===== src/rtl/brs_pkg.sv =====
`default_nettype none
package brs_pkg;
    // Debounce time and derived cycle count at 100 MHz
    localparam int CLK_MHZ = 100;
    localparam int DEBOUNCE_US = 1000;
    localparam int DEBOUNCE_CYC = DEBOUNCE_US * CLK_MHZ;
    localparam int SYNC_STAGES = 2;
    // Route selection: which input drives the program bus
    typedef enum logic [1:0] {
        ROUTE_IN1 = 2'b01,
        ROUTE_IN2 = 2'b10
    } brs_route_t;
    localparam brs_route_t ROUTE_RESET = ROUTE_IN1;
    // Video standard sensed on the input
    localparam logic STD_SD = 1'b0;
    localparam logic STD_HD = 1'b1;
    // Reference type codes
    localparam logic [1:0] REF_NONE = 2'h0;
    localparam logic [1:0] REF_BLACK_525 = 2'h1;
    localparam logic [1:0] REF_BLACK_625 = 2'h2;
    localparam logic [1:0] REF_TRILEVEL = 2'h3;
endpackage
`default_nettype wire


===== src/rtl/brs_gpi_if.sv =====
`default_nettype none
interface brs_gpi_if;
    logic [1:0] fall;
    logic [1:0] level_low;
    modport src (output fall, output level_low);
    modport dst (input fall, input level_low);
endinterface
`default_nettype wire


===== src/rtl/brs_gpi_filter.sv =====
`default_nettype none
module brs_gpi_filter #(
    parameter int DEB_CYC = 100000
) (
    input wire logic clk,
    input wire logic ce,
    input wire logic srst,
    input wire logic [1:0] gpi_n,
    brs_gpi_if.src gp
);
    import brs_pkg::*;
    localparam int CW = $clog2(DEB_CYC + 1);
    initial begin
        if (DEB_CYC < 1) $error("DEB_CYC must be at least 1");
    end
    logic [1:0] s1_reg;
    logic [1:0] s2_reg;
    logic [1:0] stable_reg;
    logic [1:0] fall_reg;
    genvar i;
    generate
        for (i = 0; i < 2; i++) begin : g_ch
            logic [CW-1:0] cnt_reg;
            wire differs = s2_reg[i] != stable_reg[i];
            wire done = cnt_reg == CW'(DEB_CYC - 1);
            always_ff @(posedge clk) begin
                if (srst) begin
                    // Pull-up idle level: inactive
                    s1_reg[i] <= 1'b1;
                    s2_reg[i] <= 1'b1;
                    stable_reg[i] <= 1'b1;
                    fall_reg[i] <= 1'b0;
                    cnt_reg <= '0;
                end else if (ce) begin
                    s1_reg[i] <= gpi_n[i];
                    s2_reg[i] <= s1_reg[i];
                    fall_reg[i] <= 1'b0;
                    if (!differs) begin
                        cnt_reg <= '0;
                    end else if (done) begin
                        cnt_reg <= '0;
                        stable_reg[i] <= s2_reg[i];
                        fall_reg[i] <= ~s2_reg[i];
                    end else begin
                        cnt_reg <= cnt_reg + CW'(1);
                    end
                end
            end
        end
    endgenerate
    assign gp.fall = fall_reg;
    assign gp.level_low = ~stable_reg;
endmodule
`default_nettype wire


===== src/rtl/brs_select.sv =====
`default_nettype none
module brs_select
    import brs_pkg::*;
#(
    parameter int DEB_CYC = DEBOUNCE_CYC
) (
    input wire logic CLK,
    input wire logic CE,
    input wire logic SRST,
    input wire logic [1:0] GPI_N,
    input wire logic AUTO_MODE,
    input wire logic AUTO_SEL_IN2,
    input wire logic IN1_HD,
    input wire logic REF_PRESENT,
    input wire logic REF_TRILEVEL_DET,
    input wire logic REF_625_DET,
    input wire logic POWER_GOOD,
    output logic PGM_SEL_IN2,
    output logic PRV_SEL_IN2,
    output logic [1:0] TALLY,
    output logic [1:0] TALLY_OE_N,
    output logic BYPASS_RELAY_ON,
    output logic MON_DOWNCONV_EN,
    output logic MON_AUDIO_EN,
    output logic [1:0] MON_AUDIO_GROUPS,
    output logic PGM_STD_HD,
    output logic [1:0] REF_TYPE
);
    import brs_pkg::*;
    // ----------------------------------------------------------------
    // Elaboration checks
    // ----------------------------------------------------------------
    initial begin
        if (DEB_CYC < 1) $error("DEB_CYC must be at least 1");
        // The status synchronizers below are written out for two stages
        if (SYNC_STAGES != 2) $error("SYNC_STAGES must be 2");
        // Tally and selects decode the route as one-hot
        if ($countones(ROUTE_IN1) != 1 || $countones(ROUTE_IN2) != 1) begin
            $error("route codes must be one-hot");
        end
        if (ROUTE_IN1 == ROUTE_IN2) $error("route codes must differ");
    end

    // ----------------------------------------------------------------
    // Contact inputs
    // ----------------------------------------------------------------
    brs_gpi_if gp();
    brs_gpi_filter #(.DEB_CYC(DEB_CYC)) u_filt (
        .clk(CLK),
        .ce(CE),
        .srst(SRST),
        .gpi_n(GPI_N),
        .gp(gp)
    );

    // ----------------------------------------------------------------
    // Route decision
    // ----------------------------------------------------------------
    brs_route_t route_reg;
    brs_route_t route_next;
    logic pwr_s1_reg;
    logic pwr_s2_reg;
    logic std_s1_reg;
    logic std_s2_reg;
    logic [1:0] ref_s1_reg;
    logic [1:0] ref_s2_reg;
    logic ref_p1_reg;
    logic ref_p2_reg;
    logic auto_s1_reg;
    logic auto_s2_reg;

    // One-sided level forces the route in auto mode
    wire only1 = gp.level_low == 2'b01;
    wire only2 = gp.level_low == 2'b10;
    wire auto_route2 = only2 ? 1'b1 : (only1 ? 1'b0 : auto_s2_reg);

    always_comb begin
        route_next = route_reg;
        if (AUTO_MODE) begin
            // Forced or automatic decision
            route_next = auto_route2 ? ROUTE_IN2 : ROUTE_IN1;
        end else if (gp.fall[0]) begin
            // A tie between closures goes to input one
            route_next = ROUTE_IN1;
        end else if (gp.fall[1]) begin
            route_next = ROUTE_IN2;
        end
    end

    always_ff @(posedge CLK) begin
        if (SRST) begin
            route_reg <= ROUTE_RESET;
        end else if (CE) begin
            // Input skew is absorbed upstream, so any enabled edge may switch
            route_reg <= route_next;
        end
    end

    // ----------------------------------------------------------------
    // Status synchronizers
    // ----------------------------------------------------------------
    // Power-good starts low so the relay holds bypass until it is seen
    always_ff @(posedge CLK) begin
        if (SRST) begin
            pwr_s1_reg <= 1'b0;
            pwr_s2_reg <= 1'b0;
        end else if (CE) begin
            pwr_s1_reg <= POWER_GOOD;
            pwr_s2_reg <= pwr_s1_reg;
        end
    end

    always_ff @(posedge CLK) begin
        if (SRST) begin
            std_s1_reg <= STD_SD;
            std_s2_reg <= STD_SD;
        end else if (CE) begin
            std_s1_reg <= IN1_HD;
            std_s2_reg <= std_s1_reg;
        end
    end

    always_ff @(posedge CLK) begin
        if (SRST) begin
            ref_s1_reg <= 2'h0;
            ref_s2_reg <= 2'h0;
            ref_p1_reg <= 1'b0;
            ref_p2_reg <= 1'b0;
        end else if (CE) begin
            ref_s1_reg <= {REF_TRILEVEL_DET, REF_625_DET};
            ref_s2_reg <= ref_s1_reg;
            ref_p1_reg <= REF_PRESENT;
            ref_p2_reg <= ref_p1_reg;
        end
    end

    // The auto decision comes from slower logic and is resynchronized
    always_ff @(posedge CLK) begin
        if (SRST) begin
            auto_s1_reg <= 1'b0;
            auto_s2_reg <= 1'b0;
        end else if (CE) begin
            auto_s1_reg <= AUTO_SEL_IN2;
            auto_s2_reg <= auto_s1_reg;
        end
    end

    // ----------------------------------------------------------------
    // Outputs
    // ----------------------------------------------------------------
    logic [1:0] tally_reg;
    logic bypass_reg;
    logic std_reg;
    logic [1:0] ref_reg;

    wire is_in2 = route_reg == ROUTE_IN2;
    wire [1:0] ref_dec = !ref_p2_reg ? REF_NONE :
                         ref_s2_reg[1] ? REF_TRILEVEL :
                         ref_s2_reg[0] ? REF_BLACK_625 : REF_BLACK_525;

    always_ff @(posedge CLK) begin
        if (SRST) begin
            tally_reg <= 2'b00;
        end else if (CE) begin
            tally_reg <= {is_in2, ~is_in2};
        end
    end

    // Relay defaults to bypass so a dead card keeps program up
    always_ff @(posedge CLK) begin
        if (SRST) begin
            bypass_reg <= 1'b1;
        end else if (CE) begin
            bypass_reg <= ~pwr_s2_reg;
        end
    end

    always_ff @(posedge CLK) begin
        if (SRST) begin
            std_reg <= STD_SD;
        end else if (CE) begin
            std_reg <= std_s2_reg;
        end
    end

    always_ff @(posedge CLK) begin
        if (SRST) begin
            ref_reg <= REF_NONE;
        end else if (CE) begin
            ref_reg <= ref_dec;
        end
    end

    assign PGM_SEL_IN2 = is_in2;
    assign PRV_SEL_IN2 = ~is_in2;
    assign TALLY = tally_reg;
    // Open collector: enable low while driving low, released when high
    assign TALLY_OE_N = tally_reg;
    assign BYPASS_RELAY_ON = bypass_reg;
    // Program follows the input standard; the monitor downconverts when the input is HD
    assign PGM_STD_HD = std_reg;
    assign MON_DOWNCONV_EN = std_reg;
    assign MON_AUDIO_EN = 1'b1;
    assign MON_AUDIO_GROUPS = 2'b11;
    assign REF_TYPE = ref_reg;
endmodule
`default_nettype wire


===== config.mk =====
export PLATFORM = sky130hd
export DESIGN_NAME = brs_select
export DESIGN_NICKNAME = d
export VERILOG_FILES = /design/src/rtl/brs_pkg.sv /design/src/rtl/brs_gpi_if.sv /design/src/rtl/brs_gpi_filter.sv /design/src/rtl/brs_select.sv
export SDC_FILE = /design/constraint.sdc
export NUM_CORES = 1
export LEC_CHECK = 0
export BUFFER_PORTS_ARGS = -buffer_cell sky130_fd_sc_hd__buf_2
export CAP_MARGIN = 20
export CORE_MARGIN = 5
export CORE_UTILIZATION = 39
export CTS_BUF_LIST = sky130_fd_sc_hd__clkbuf_4 sky130_fd_sc_hd__clkbuf_8
export CTS_CLUSTER_DIAMETER = 150
export DETAILED_ROUTE_END_ITERATION = 8
export GPL_TIMING_DRIVEN = 0
export HOLD_SLACK_MARGIN = 0.06
export MAX_ROUTING_LAYER = met4
export PLACE_DENSITY = 0.64
export REMOVE_ABC_BUFFERS = 1
export SLEW_MARGIN = 5
export SYNTH_ARGS = -nofsm -noshare
export SYNTH_HDL_FRONTEND = slang
export SYNTH_SLANG_ARGS = --single-unit

===== constraint.sdc =====
create_clock -name CLK -period 4.6 [get_ports CLK]
set_clock_uncertainty 0.05 [all_clocks]
set_input_delay 1.38 -clock CLK [delete_from_list [all_inputs] [get_ports CLK]]
set_output_delay 1.38 -clock CLK [all_outputs]
set_load 0.02 [all_outputs]

==> results <==
- The max-slew violation count is 0.
- In this run the tightest slew margin relative to its limit is between 20 and 30%.
- The cell count after synthesis came out at roughly 340.
- After detailed routing, the number of vias per cell comes to 5.26.
- In the routed design, unresolved DRC markers number 0.
- The total area inside the core boundary comes to slightly above 7000 um2.
- STA puts the critical path data required time at 4820 ps.
- The longest clock path from root to sink contains 2 buffers.
- Once the floorplan was initialized, standard cells occupied about 40% of the core.
- Setup violations remaining at the end of the flow were counted as 0.
- The power density over cell area is around 340 nW/um2.
- Prior to clock tree synthesis, the placed netlist has a worst setup slack of between 600 and 700 ps.
- The last element of the critical path is u_filt.g_ch[0].cnt_reg[16].
- The synthesis warning total is 0.
- The maximum ir drop on the vdd rail is around 230 uV.
- The aggregate global-route resource usage is 13.6%.
- The number of sinks handled by clock tree synthesis is just over 60.
- The half-perimeter wire length after detailed placement is about 3700 um.
- The actual transition at the worst max-transition pin is ~1100 ps.
- The critical-path maximum fanout is 54.
- The area enclosed by the die boundary is about 9000 um2.
- The clock latency on the worst-skew pair is around 330 ps.
- The filler cell count in the final layout is around 730.
- At the worst endpoint, the arrival time is about 3800 ps.
- The startpoint identified for the worst register-to-register timing path is u_filt.g_ch[1].cnt_reg[0].
- From left edge to right edge, the die measures 96.2 um.
- In this run the post-CTS setup repair buffer count came out at 0.
- The number of flip-flops under the largest register name is 34.
- The type of element capturing the critical path is a register.
- In this run the register-to-register setup slack is ~2200 ps.
- The highest attainable clock frequency is between 0.2 and 0.3 GHz.
- The routed wire length per instance is about 12 um.
- The wire length of the first global-routing pass is between 9000 and 10000 um.
- The first element of the critical path is CE.
- The mapped netlist covers between 2000 and 3000 um2.
- dfxtp_1 is the most common cell in the netlist.
- The count of hold-fix buffers inserted at cts is 0.
- The die outline height is between 90 and 100 um.
- The maximum level of the CTS H-tree is 3.
- The floorplan has 31 rows.
- The count of cell types in the netlist is 47.
- TritonCTS built the clock tree.
- Clock-pin slew was measured on the worst setup and hold paths at roughly 70 ps.
- Entering global routing, the biggest net connects 55 pins.
- The number of max-capacitance violations reported is 0.
- The number of hold violations in the final report is 0.
- The count of vias placed by the detailed router is 2418.
- The type of origin of the critical path is an input pin.
- After synthesis, the cell types taking the most area are dfxtp_1, nor2_1, mux2i_1.
- For this run, the detailed router's first-pass iteration total came to 4.
- The share of post-route cells with drive strength above 1 is a little under an eighth.
- The count of buffers added on input and output ports is 22.
- The first routing iteration left between 100 and 150 violations.
- The total wire length is 5680 um.
- 0 antenna diodes ended up in the layout.
- For this run, the post-layout net count is between 300 and 400.
- Setup repair after global routing left no endpoint under its margin.
- The final estimated routing congestion in global placement is roughly 0.78.
- The number of global-route vias before repair is between 2000 and 2500.
- The worst setup margin is ~1000 ps.
- The path category of the worst min-delay check is reg2reg.
- The top-level port count is 26.
- The minimum period implied by the final worst setup slack is 3560 ps.
- The final antenna-violating net count is 0.
- The average instance in the mapped netlist occupies 8.44 um2.
- Clock tree synthesis selected as its root buffer the cell clkbuf_8.
- The largest total area in the synthesized netlist belongs to dfxtp_1.
- The worst setup path is of the in2reg kind.
- After layout, the worst path uses roughly 77% of the clock period.
- The endpoint identified for the worst register-to-register timing path is u_filt.g_ch[1].cnt_reg[9].
- The CTS buffer count is 9.
- The final sum of negative setup slack is 0 ps.
- The leading register cell type out of synthesis is dfxtp_1.
- Total power for the finished layout comes to 0.00110 W.
- In the synthesized netlist, the cells that appear most often are dfxtp_1, nor2_1, nand2_1.
- After synthesis the netlist holds a flip-flop and latch count of 62.
- In this run the static leakage power is roughly 1.1 nW.
- Once the clock tree was built, the resizer swapped 0 gates to a different size.
- The area growth from synthesis to layout is 11.6%.
- The run finished with clean final reports.
- Counting cells, the worst reg-to-reg path comes to 6.
- The count of flip-flops with a built-in enable after synthesis is 0.
- The number of antenna violations at the first check in global routing came to 0.
- The share of the core filled with cells is between 40% and 50%.
- The share of the Yosys chip area taken by registers is between 40% and 50%.
- The share of Yosys cell area claimed by the top area cell type is 42.9%.
- The remaining global-route overflow is 0.
- The async set-reset flop share out of synthesis is 0%.
[how the worst min path moves through the flow]
stage          slack, ps          from           end  cells past startpoint
5_1_grt              430  route_reg[0]  route_reg[0]                      2
6_report             400  route_reg[0]  route_reg[0]                      2
2_1_floorplan        370  route_reg[0]  route_reg[0]                      2
3_3_place_gp         380  route_reg[0]  route_reg[0]                      2
4_1_cts              400  route_reg[0]  route_reg[0]                      2
3_5_place_dp         390  route_reg[0]  route_reg[0]                      2
[worst max-delay path, stage by stage]
cell and delay [ps]:
buf_2 780, inv_1 630, nor2_1 270, o211ai_1 230, or3_1 410, o21ai_0 70
[per-stage QoR]
stage          cell area (um2)  instances  hold slack, ps
2_1_floorplan             2790        323             372
3_3_place_gp              3020        444             382
3_5_place_dp              3020        444             393
4_1_cts                   3230        460             403
5_1_grt                   3230        460             427
6_report                  3230        460             402
[cells in the final DEF (no fill, tap or decap), types with 2 or more instances in the layout]
cell type   netlist  routed
nand2_1          28      28
nor2b_1           5       5
nand3_1          23      23
nand4_1          13      13
and2_1            4       4
conb_1            1       3
mux2i_1          15      15
or4bb_1           2       2
a31oi_1           6       6
inv_1            12      12
dfxtp_1          62      62
clkinvlp_4        0       3
clkbuf_8          0      10
o21ai_0          10      10
nor2_1           42      42
or4b_1            3       3
nor4_1            2       2
xor2_1           10      10
ha_1              2       2
nand2b_1          3       3
or3_1            10      10
buf_2             1      22
and4_1            3       3
a211o_1           4       4
o211ai_1          4       4
o41a_1            2       2
a21o_1            2       2
and3_1            2       2
nor3_1            7       7
a21oi_1          22      22
nand4b_1          3       3
xnor2_1           6       6
[area by class of cell]
class	instances	area [um2]	share of cell area, %
flip-flops and latches	62	1240	38.4
inverters	12	45.0	1.39
multi-input cells	249	1500	46.5
clock inverters	6	70.1	2.17
clock buffers	10	138	4.26
repair buffers	22	110	3.41
well taps	99	124	3.83
[power breakdown]
part,switching (W),internal (W)
clock,0.000220,0.000267
sequential,0.00000644,0.000547
combinational,0.0000413,0.0000222
[routing by layer]
metal	global-route usage, %	vias to the layer above	share of wire, %
li1	-	1239	-
met1	16.8	1116	49
met2	21.0	59	45
met3	5.16	4	5.7
met4	2.84	0	0.42
met5	-	-	0
[kinds of logic after synthesis]
kind of cell               share of synthesized area (%)
xor gates and xnor gates                            4.84
buffers and inverters                               5.49
DFF                                                 42.9
adders and majority gates                          0.864
AOI/OAI and AO/OA                                   13.0
and+or+nand+nor                                     27.7
muxes                                               5.18
other                                              0.129
Note: power is estimated with default switching activity, not from simulation.
